$ cat src/design/nats_map.vh
// Register map, field positions and timing figures of the target sequencer
`ifndef NATS_MAP_VH
`define NATS_MAP_VH
`define NATS_REG_MODE 8'h00
`define NATS_REG_AUX 8'h04
`define NATS_REG_OPCTL 8'h08
`define NATS_REG_RATE_DEF 8'h0c
`define NATS_REG_RATE_DET 8'h10
`define NATS_REG_STATUS 8'h14
`define NATS_REG_CMD 8'h18
`define NATS_REG_MRT 8'h1c
`define NATS_REG_NRT 8'h20
`define NATS_REG_GPT 8'h24
`define NATS_REG_AM_CTL 8'h28
`define NATS_REG_MOD_LVL 8'h2c
`define NATS_REG_DEPTH_DISP 8'h30
// Mode register fields
`define NATS_MODE_TARG 0
`define NATS_MODE_RATE_DET 1
`define NATS_MODE_AUTO_CA 2
`define NATS_MODE_GPT_MASK 3
`define NATS_MODE_RST 4'h2
// Auxiliary register fields
`define NATS_AUX_FD_EN 0
`define NATS_AUX_SLOT_LO 1
`define NATS_AUX_SLOT_HI 2
`define NATS_AUX_MOD_SEL 3
`define NATS_AUX_START_BYTE 4
`define NATS_AUX_AM_CH 5
`define NATS_AUX_PM_CH 6
`define NATS_AUX_RST 7'h60
// Operation control: oscillator, regulator, receiver
`define NATS_OP_RST 3'h0
// Direct command codes (cmd[3:0]) and preset protocol (cmd[6:4])
`define NATS_CMD_START_MRT 4'h1
`define NATS_CMD_GO_NORMAL 4'h2
`define NATS_CMD_PRESET 4'h3
`define NATS_CMD_CAL_DEPTH 4'h4
`define NATS_PROTO_A106 3'h0
`define NATS_PROTO_B 3'h1
`define NATS_PROTO_F212 3'h2
`define NATS_PROTO_P2P106 3'h3
`define NATS_PROTO_P2P212 3'h4
`define NATS_PROTO_P2P424 3'h5
// AM control: level source select in bit 7, target depth in bits 6:1
`define NATS_AM_SEL 7
`define NATS_TMR_RST 16'h0000
// Timing
`define NATS_CLK_NS 10
`define NATS_TICK_NS 1000
`define NATS_TICK_CYC (`NATS_TICK_NS / `NATS_CLK_NS)
`define NATS_RESP_WAIT_NS 56600
`define NATS_SLOT_NS 37800
`define NATS_GUARD_NS 75500
`define NATS_RESP_WAIT_CYC (`NATS_RESP_WAIT_NS / `NATS_CLK_NS)
`define NATS_SLOT_CYC (`NATS_SLOT_NS / `NATS_CLK_NS)
`define NATS_GUARD_CYC (`NATS_GUARD_NS / `NATS_CLK_NS)
`endif

$ cat src/design/nats_target_seq.v
// NFC active target sequencer with Avalon-MM register slave
//
// The address map and the Avalon-MM slave port were decided locally.
`include "nats_map.vh"
// Behaviour
// - Writing target-select 1 enters target mode and sets field detector enable.
// - Target mode with operation control all zero is low-power, detector only.
// - Sub-mode bit picks rate detection into display register, or normal rate.
// - Initiator field seen in low-power rate detection raises field-on event.
// - After mask timer command expires, receiver output is watched for start.
// - Message start raises event, enables rate recognizer in rate detection sub-mode; rate found loads display.
// - Auto response collision avoidance only after a rate is detected, or in normal sub-mode.
// - Received frame end raises the usual end-of-receive event.
// - Go-normal command copies detected rate and selects normal sub-mode.
// - Peer field loss raises field-off; auto response starts with slot count.
// - No collision: field on, collision-done event after response guard time.
// - After reply, field off after general timer; its event maskable.
// - Field off starts no-response timer; no initiator field gives timeout event.
// - Field-on in loop auto-starts mask timer, then reception proceeds.
// - Modulation select picks OOK or AM; preset picks AM for B, F212, P2P212 and P2P424.
// - AM depth comes from calibration result or the level definition register.
// - P2P preset enables AM channel only and the transport start byte.
module nats_target_seq #(
  parameter RESP_WAIT_CYC = `NATS_RESP_WAIT_CYC,
  parameter SLOT_CYC = `NATS_SLOT_CYC,
  parameter GUARD_CYC = `NATS_GUARD_CYC,
  parameter TICK_CYC = `NATS_TICK_CYC
) (
  // Clock and reset
  input wire core_clk,
  input wire rstn,
  // Avalon-MM slave
  input wire [7:0] avs_address,
  input wire avs_read,
  input wire avs_write,
  input wire [31:0] avs_writedata,
  output reg [31:0] avs_readdata,
  output reg avs_waitrequest,
  // RF field detector pin
  input wire ext_field_in,
  // Framing and transmitter status
  input wire rx_start,
  input wire rx_rate_valid,
  input wire [1:0] rx_rate,
  input wire rx_end,
  input wire tx_done,
  input wire [7:0] cal_level,
  // Front end control
  output reg field_on,
  output reg rx_watch,
  output reg rate_recog_en,
  output reg low_power,
  output reg ca_threshold_sel,
  output reg modulation_select,
  output reg [7:0] am_level,
  // Event pulses to host
  output reg evt_field_on,
  output reg evt_field_off,
  output reg evt_rx_start,
  output reg evt_rate_det,
  output reg evt_rx_end,
  output reg evt_ca_done,
  output reg evt_gpt,
  output reg evt_no_resp
);

  localparam [8:0] S_OFF = 9'h001;
  localparam [8:0] S_LP = 9'h002;
  localparam [8:0] S_MASK = 9'h004;
  localparam [8:0] S_LISTEN = 9'h008;
  localparam [8:0] S_CA = 9'h010;
  localparam [8:0] S_GUARD = 9'h020;
  localparam [8:0] S_TX = 9'h040;
  localparam [8:0] S_HOLD = 9'h080;
  localparam [8:0] S_NORESP = 9'h100;

  reg [3:0] mode_q;
  reg [6:0] aux_q;
  reg [2:0] op_q;
  reg [1:0] rate_def_q;
  reg [1:0] rate_det_q;
  reg rate_ok_q;
  reg [15:0] mrt_q;
  reg [15:0] nrt_q;
  reg [15:0] gpt_q;
  reg [7:0] am_ctl_q;
  reg [7:0] mod_lvl_q;
  reg [7:0] depth_disp_q;
  reg [8:0] state_q;
  reg [15:0] tmr_q;
  reg [16:0] cyc_q;
  reg [6:0] tick_q;
  reg fd_s1_q;
  reg fd_s2_q;
  reg fd_prev_q;

  wire acc = (avs_read | avs_write) & avs_waitrequest;
  wire wr_go = avs_write & ~avs_waitrequest;
  wire [3:0] cmd = avs_writedata[3:0];
  wire [2:0] proto = avs_writedata[6:4];
  wire cmd_go = wr_go & (avs_address == `NATS_REG_CMD);
  wire targ = mode_q[`NATS_MODE_TARG];
  wire rate_mode = mode_q[`NATS_MODE_RATE_DET];
  // Detector output only counts while enabled
  wire fd_now = fd_s2_q & aux_q[`NATS_AUX_FD_EN];
  wire fd_rise = fd_now & ~fd_prev_q;
  wire fd_fall = ~fd_now & fd_prev_q;
  wire tick = (tick_q == 7'h00);
  wire tmr_done = tick & (tmr_q == 16'h0000);
  wire [1:0] slots = {aux_q[`NATS_AUX_SLOT_HI], aux_q[`NATS_AUX_SLOT_LO]};
  wire is_p2p = (proto == `NATS_PROTO_P2P106) | (proto == `NATS_PROTO_P2P212) |
    (proto == `NATS_PROTO_P2P424);
  wire use_am = (proto == `NATS_PROTO_B) | (proto == `NATS_PROTO_F212) |
    (proto == `NATS_PROTO_P2P212) | (proto == `NATS_PROTO_P2P424);
  wire [16:0] ca_wait = RESP_WAIT_CYC[16:0] + slots * SLOT_CYC[16:0];

  // Pin synchroniser; only the second stage is read by logic
  always @(posedge core_clk) begin
    if (!rstn) begin
      fd_s1_q <= 1'b0;
      fd_s2_q <= 1'b0;
      fd_prev_q <= 1'b0;
    end else begin
      fd_s1_q <= ext_field_in;
      fd_s2_q <= fd_s1_q;
      fd_prev_q <= fd_now;
    end
  end

  // Timer tick divider
  always @(posedge core_clk) begin
    if (!rstn || tick) begin
      tick_q <= TICK_CYC[6:0] - 7'h01;
    end else begin
      tick_q <= tick_q - 7'h01;
    end
  end

  // Bus handshake: one wait cycle, then the transfer completes
  always @(posedge core_clk) begin
    if (!rstn) begin
      avs_waitrequest <= 1'b1;
      avs_readdata <= 32'h0000_0000;
    end else begin
      avs_waitrequest <= ~acc;
      if (acc && avs_read) begin
        case (avs_address)
          `NATS_REG_MODE: avs_readdata <= {28'h0, mode_q};
          `NATS_REG_AUX: avs_readdata <= {25'h0, aux_q};
          `NATS_REG_OPCTL: avs_readdata <= {29'h0, op_q};
          `NATS_REG_RATE_DEF: avs_readdata <= {30'h0, rate_def_q};
          `NATS_REG_RATE_DET: avs_readdata <= {30'h0, rate_det_q};
          `NATS_REG_STATUS: avs_readdata <= {20'h0, field_on, fd_now, rate_ok_q, state_q};
          `NATS_REG_MRT: avs_readdata <= {16'h0, mrt_q};
          `NATS_REG_NRT: avs_readdata <= {16'h0, nrt_q};
          `NATS_REG_GPT: avs_readdata <= {16'h0, gpt_q};
          `NATS_REG_AM_CTL: avs_readdata <= {24'h0, am_ctl_q};
          `NATS_REG_MOD_LVL: avs_readdata <= {24'h0, mod_lvl_q};
          `NATS_REG_DEPTH_DISP: avs_readdata <= {24'h0, depth_disp_q};
          default: avs_readdata <= 32'h0000_0000;
        endcase
      end
    end
  end

  // Software-written registers and direct commands
  always @(posedge core_clk) begin
    if (!rstn) begin
      mode_q <= `NATS_MODE_RST;
      aux_q <= `NATS_AUX_RST;
      op_q <= `NATS_OP_RST;
      rate_def_q <= 2'h0;
      mrt_q <= `NATS_TMR_RST;
      nrt_q <= `NATS_TMR_RST;
      gpt_q <= `NATS_TMR_RST;
      am_ctl_q <= 8'h00;
      mod_lvl_q <= 8'h00;
      depth_disp_q <= 8'h00;
    end else if (wr_go) begin
      case (avs_address)
        `NATS_REG_MODE: begin
          mode_q <= avs_writedata[3:0];
          if (avs_writedata[`NATS_MODE_TARG]) begin
            aux_q[`NATS_AUX_FD_EN] <= 1'b1;
          end
        end
        `NATS_REG_AUX: aux_q <= avs_writedata[6:0];
        `NATS_REG_OPCTL: op_q <= avs_writedata[2:0];
        `NATS_REG_RATE_DEF: rate_def_q <= avs_writedata[1:0];
        `NATS_REG_MRT: mrt_q <= avs_writedata[15:0];
        `NATS_REG_NRT: nrt_q <= avs_writedata[15:0];
        `NATS_REG_GPT: gpt_q <= avs_writedata[15:0];
        `NATS_REG_AM_CTL: am_ctl_q <= avs_writedata[7:0];
        `NATS_REG_MOD_LVL: mod_lvl_q <= avs_writedata[7:0];
        `NATS_REG_CMD: begin
          case (cmd)
            `NATS_CMD_GO_NORMAL: begin
              rate_def_q <= rate_det_q;
              mode_q[`NATS_MODE_RATE_DET] <= 1'b0;
            end
            `NATS_CMD_PRESET: begin
              aux_q[`NATS_AUX_MOD_SEL] <= use_am;
              aux_q[`NATS_AUX_AM_CH] <= 1'b1;
              aux_q[`NATS_AUX_PM_CH] <= ~is_p2p;
              aux_q[`NATS_AUX_START_BYTE] <= is_p2p;
            end
            `NATS_CMD_CAL_DEPTH: depth_disp_q <= cal_level;
            default: depth_disp_q <= depth_disp_q;
          endcase
        end
        default: mode_q <= mode_q;
      endcase
    end
  end

  // Modulation drive follows the selected source
  always @(posedge core_clk) begin
    if (!rstn) begin
      modulation_select <= 1'b0;
      am_level <= 8'h00;
    end else begin
      modulation_select <= aux_q[`NATS_AUX_MOD_SEL];
      am_level <= am_ctl_q[`NATS_AM_SEL] ? mod_lvl_q : depth_disp_q;
    end
  end

  // Target sequencer
  always @(posedge core_clk) begin
    if (!rstn) begin
      state_q <= S_OFF;
      tmr_q <= `NATS_TMR_RST;
      cyc_q <= 17'h0;
      rate_det_q <= 2'h0;
      rate_ok_q <= 1'b0;
      field_on <= 1'b0;
      rx_watch <= 1'b0;
      rate_recog_en <= 1'b0;
      low_power <= 1'b0;
      ca_threshold_sel <= 1'b0;
      evt_field_on <= 1'b0;
      evt_field_off <= 1'b0;
      evt_rx_start <= 1'b0;
      evt_rate_det <= 1'b0;
      evt_rx_end <= 1'b0;
      evt_ca_done <= 1'b0;
      evt_gpt <= 1'b0;
      evt_no_resp <= 1'b0;
    end else begin
      evt_field_on <= 1'b0;
      evt_field_off <= 1'b0;
      evt_rx_start <= 1'b0;
      evt_rate_det <= 1'b0;
      evt_rx_end <= 1'b0;
      evt_ca_done <= 1'b0;
      evt_gpt <= 1'b0;
      evt_no_resp <= 1'b0;
      low_power <= state_q[1];
      ca_threshold_sel <= state_q[4];
      if (tick && tmr_q != 16'h0000) begin
        tmr_q <= tmr_q - 16'h0001;
      end
      if (cyc_q != 17'h0) begin
        cyc_q <= cyc_q - 17'h1;
      end
      if (!targ) begin
        state_q <= S_OFF;
        field_on <= 1'b0;
        rx_watch <= 1'b0;
        rate_recog_en <= 1'b0;
        rate_ok_q <= 1'b0;
      end else if (op_q == 3'h0 && !state_q[1]) begin
        // Operation control cleared: drop back to the idle wait
        state_q <= S_LP;
        field_on <= 1'b0;
        rx_watch <= 1'b0;
        rate_recog_en <= 1'b0;
        rate_ok_q <= ~rate_mode;
      end else begin
        case (state_q)
          S_OFF: state_q <= S_LP;
          S_LP: begin
            if (fd_rise) begin
              evt_field_on <= 1'b1;
            end
            if (fd_fall) begin
              evt_field_off <= 1'b1;
            end
            if (cmd_go && cmd == `NATS_CMD_START_MRT && op_q != 3'h0) begin
              tmr_q <= mrt_q;
              state_q <= S_MASK;
            end
          end
          S_MASK: begin
            if (tmr_done) begin
              rx_watch <= 1'b1;
              state_q <= S_LISTEN;
            end
          end
          S_LISTEN: begin
            if (rx_start) begin
              evt_rx_start <= 1'b1;
              rate_recog_en <= rate_mode;
            end
            if (rx_rate_valid && rate_recog_en) begin
              rate_det_q <= rx_rate;
              rate_ok_q <= 1'b1;
              evt_rate_det <= 1'b1;
              rate_recog_en <= 1'b0;
            end
            if (rx_end) begin
              evt_rx_end <= 1'b1;
            end
            if (fd_fall) begin
              evt_field_off <= 1'b1;
              if (mode_q[`NATS_MODE_AUTO_CA] && rate_ok_q) begin
                rx_watch <= 1'b0;
                cyc_q <= ca_wait;
                state_q <= S_CA;
              end
            end
          end
          S_CA: begin
            if (fd_now) begin
              // Collision: the peer owns the field, keep listening
              rx_watch <= 1'b1;
              state_q <= S_LISTEN;
            end else if (cyc_q == 17'h0) begin
              field_on <= 1'b1;
              cyc_q <= GUARD_CYC[16:0];
              state_q <= S_GUARD;
            end
          end
          S_GUARD: begin
            if (cyc_q == 17'h0) begin
              evt_ca_done <= 1'b1;
              state_q <= S_TX;
            end
          end
          S_TX: begin
            if (tx_done) begin
              tmr_q <= gpt_q;
              state_q <= S_HOLD;
            end
          end
          S_HOLD: begin
            if (tmr_done) begin
              field_on <= 1'b0;
              evt_gpt <= ~mode_q[`NATS_MODE_GPT_MASK];
              tmr_q <= nrt_q;
              state_q <= S_NORESP;
            end
          end
          S_NORESP: begin
            if (fd_rise) begin
              evt_field_on <= 1'b1;
              tmr_q <= mrt_q;
              state_q <= S_MASK;
            end else if (tmr_done) begin
              evt_no_resp <= 1'b1;
              state_q <= S_LP;
            end
          end
          default: state_q <= S_OFF;
        endcase
      end
    end
  end
endmodule // nats_target_seq

$ cat config.mk
export PLATFORM = sky130hd
export DESIGN_NAME = nats_target_seq
export DESIGN_NICKNAME = d
export VERILOG_FILES = /design/src/design/nats_target_seq.v
export VERILOG_INCLUDE_DIRS = /design/src /design/src/design
export SDC_FILE = /design/constraint.sdc
export NUM_CORES = 1
export LEC_CHECK = 0
export BUFFER_PORTS_ARGS = -buffer_cell sky130_fd_sc_hd__buf_2
export CAP_MARGIN = 25
export CORE_ASPECT_RATIO = 0.9
export CORE_MARGIN = 1
export CORE_UTILIZATION = 50
export CTS_CLUSTER_SIZE = 24
export DETAILED_ROUTE_END_ITERATION = 10
export HOLD_SLACK_MARGIN = 0.08
export PLACE_DENSITY_LB_ADDON = 0.12
export SLEW_MARGIN = 20
export SYNTH_ARGS = -nofsm -noshare
export SYNTH_HDL_FRONTEND = slang
export SYNTH_SLANG_ARGS = --single-unit
$ cat constraint.sdc
create_clock -name core_clk -period 5.8 [get_ports core_clk]
set_input_delay 1.16 -clock core_clk [delete_from_list [all_inputs] [get_ports core_clk]]
set_output_delay 1.16 -clock core_clk [all_outputs]
set_load 0.01 [all_outputs]
==> flow_summary.json <==
{
  "status": "completed",
  "critPathSlowestCell": "o41ai_4",
  "port_buffers": 81,
  "drtIter0Drc": 983,
  "grt_use_total_pct": 29.5,
  "cp.arrival_ns": 3.93,
  "grt_max_degree": 103,
  "syn2layout_area_growth_pct": 12.0,
  "yosys_warnings": 0,
  "ios": 114,
  "syn_area_sq_mm": 0.00887,
  "initial_core_util_pct": 51.8,
  "grt_pass1_vias": 7370,
  "postPlaceCellArea_sq_mm": 0.00932,
  "cpLargestDelayFamily": "compound AO/OA/AOI/OAI gates",
  "synth.distinct_cells": 81,
  "hpwlAfterDp_um": 18100,
  "cts_tree": "done",
  "syn_area_per_cell_sq_um": 8.36,
  "grt_antenna_before_repair": 1,
  "startpoint_type": "primary input",
  "syn_inst": 1061,
  "dieHeight_um": 128,
  "cts_made_buffers": 17,
  "antenna_left": 0,
  "vias": 8225,
  "finish.instance_area_sq_mm": 0.00993,
  "cellPowerDensity_mw_per_mm2": 294,
  "core_sq_mm": 0.0171,
  "peakVddDrop_uv": 203,
  "final_util_pct": 58.0,
  "hold_violations": 0,
  "numClockSinks": 182,
  "crit_buf_inv": 1,
  "nets": 1177,
  "yosysSeqAreaShare_pct": 41.1,
  "holdWs_ns": 0.401,
  "final_cell_mix": "dfxtp_1, nand2_1, nor2_1",
  "hold_path_class": "flip-flop to flip-flop",
  "drv_slew": 0,
  "wl_per_cell_um": 19.3,
  "cts_max_path_buffers": 2,
  "drtPass1Iterations": 6,
  "htreeDepth": 4,
  "finalWeightedCongestion": 0.972,
  "cts_hold_buf": 0,
  "slowest_delay_ns": 1.03,
  "drc": 0,
  "wirelength_um": 26200,
  "crit_path_cell_trace": "buf_2, or4b_4, nand2b_4, o41ai_4, a222oi_1, nand2b_1, a21oi_1",
  "cts_resized": 0,
  "routed_via_density": 6.06,
  "cts.reportedPaths.clkPinSlew_ns": 0.07,
  "finalClockSkew_ns": 0.00969,
  "synth-main-ff-cell": "dfxtp_1",
  "fin_setup_tns_ns": 0,
  "p_leak_nw": 3.73,
  "root_buffer": "clkbuf_16",
  "power_mw": 2.92,
  "cts_setup_buffers": 0,
  "drive_above_1_share_pct": 13.7,
  "final_common_cell": "dfxtp_1",
  "path_max_fanout": 17,
  "maxCapViolations": 0,
  "finalCriticalPeriod_ns": 3.56,
  "post-route-period-util_pct": 61.3,
  "setup_viol": 0,
  "clock.fmax_ghz": 0.281,
  "rsz0062_at_grt": "false",
  "synth_edf_count": 0,
  "die_area_sq_mm": 0.0183,
  "die_w_um": 142,
  "required_ns": 6.17,
  "rows": 45,
  "synth-seq-cells": 182,
  "grt-ovfl-total": 0,
  "relSlewSlack_pct": 27.7,
  "criticalPathCategory": "primary input to flip-flop",
  "cp-end-kind": "flip-flop",
  "synthArstFlopShare_pct": 0,
  "clk_latency_ns": 0.44,
  "grt_pass1_wl_um": 41000,
  "worst_pin_slew_ns": 1.08
}
[stage by stage]
step | instances | worst slack [ns]
floorplan | 1076 | 2.69
global placement | 1323 | 1.86
detailed placement | 1323 | 1.87
CTS | 1355 | 2.34
global route | 1357 | 2.08
finish | 1357 | 2.24
[report_power, final]
part	internal [mW]	total, mW	switching (mW)
Sequential	1.29	1.34	0.0442
Clock	0.639	1.16	0.517
Combinational	0.171	0.421	0.251
Total	2.10	2.92	0.812
[cell families (layout without fill, tap and decap cells)]
family	count (synthesis)	count (layout)	synth area share, %
AOI/OAI and AO/OA	263	263	19.6
xor gates and xnor gates	33	33	3.26
adders and majority gates	10	10	1.41
buffers and inverters	93	138	5.01
DFF	182	182	41.1
muxes	44	44	5.18
other	1	17	0.0423
and+or+nand+nor	435	435	24.4
[final cells by class]
cell class | instances | area, sq um
Fill cell | 1643 | 7180
Multi-Input combinational cell | 801 | 4850
Sequential cell | 182 | 3640
Timing Repair Buffer | 93 | 515
Clock buffer | 18 | 429
Tap cell | 235 | 294
Clock inverter | 14 | 151
Inverter | 13 | 50.0
Antenna cell | 1 | 2.50
[path summary, 6_finish.rpt]
kind	slack [ns]	endpoint	cells past startpoint	startpoint
worst max-delay path	2.24	tmr_q[12]$_SDFF_PN0_	7	avs_address[3]
worst min-delay path	0.40	tick_q[0]$_SDFF_PP1_	1	tick_q[0]$_SDFF_PP1_
worst max register to register	2.28	tmr_q[12]$_SDFF_PN0_	6	state_q[7]$_SDFFE_PP0P_
worst min register to register	0.40	tick_q[0]$_SDFF_PP1_	1	tick_q[0]$_SDFF_PP1_
[metal layers]
| metal | track usage [%] | part of all wire, % |
|---|---|---|
| met3 | 6.77 | 8.6 |
| met2 | 44.9 | 44 |
| met1 | 41.4 | 45 |
| met5 | 0 | 0 |
| met4 | 9.17 | 1.8 |
[Yosys cell counts, drive strengths merged (8+ instances only)]
cell | number | share of area, %
a211oi | 13 | 1.1
or3 | 10 | 0.71
nand2b | 8 | 0.65
nand4 | 9 | 0.63
dfxtp | 182 | 41
a31oi | 8 | 0.56
a222oi | 20 | 2.3
ha | 10 | 1.4
nand2 | 161 | 6.8
a21oi | 93 | 5.2
and2 | 8 | 0.56
xor2 | 12 | 1.2
nor2 | 98 | 4.2
nor4 | 16 | 1.7
a22oi | 24 | 2.0
or4 | 9 | 0.80
inv | 13 | 0.55
nand3 | 37 | 2.1
o22ai | 15 | 1.1
o21ai | 42 | 2.4
clkbuf | 53 | 2.3
xnor2 | 21 | 2.1
nor3 | 31 | 1.9
mux2i | 38 | 4.3
buf | 27 | 2.2
[sequential cells by signal, summed over array words and instances, names as in the netlist, 8 cells and up]
| signal | count |
|---|---|
| am_ctl_q | 8 |
| nrt_q | 16 |
| state_q | 9 |
| avs_readdata | 16 |
| tmr_q | 16 |
| depth_disp_q | 8 |
| cyc_q | 17 |
| mod_lvl_q | 8 |
| mrt_q | 16 |
| gpt_q | 16 |
| am_level | 8 |
[worst reg2reg max path: stages, from the launching register on]
cell	delay, ns
dfxtp_1	0.43
nor3_1	0.83
nand4b_1	0.44
o41ai_4	1.04
a222oi_1	0.32
nand2b_1	0.25
a21oi_1	0.14
Note: power is estimated with default switching activity, not from simulation.
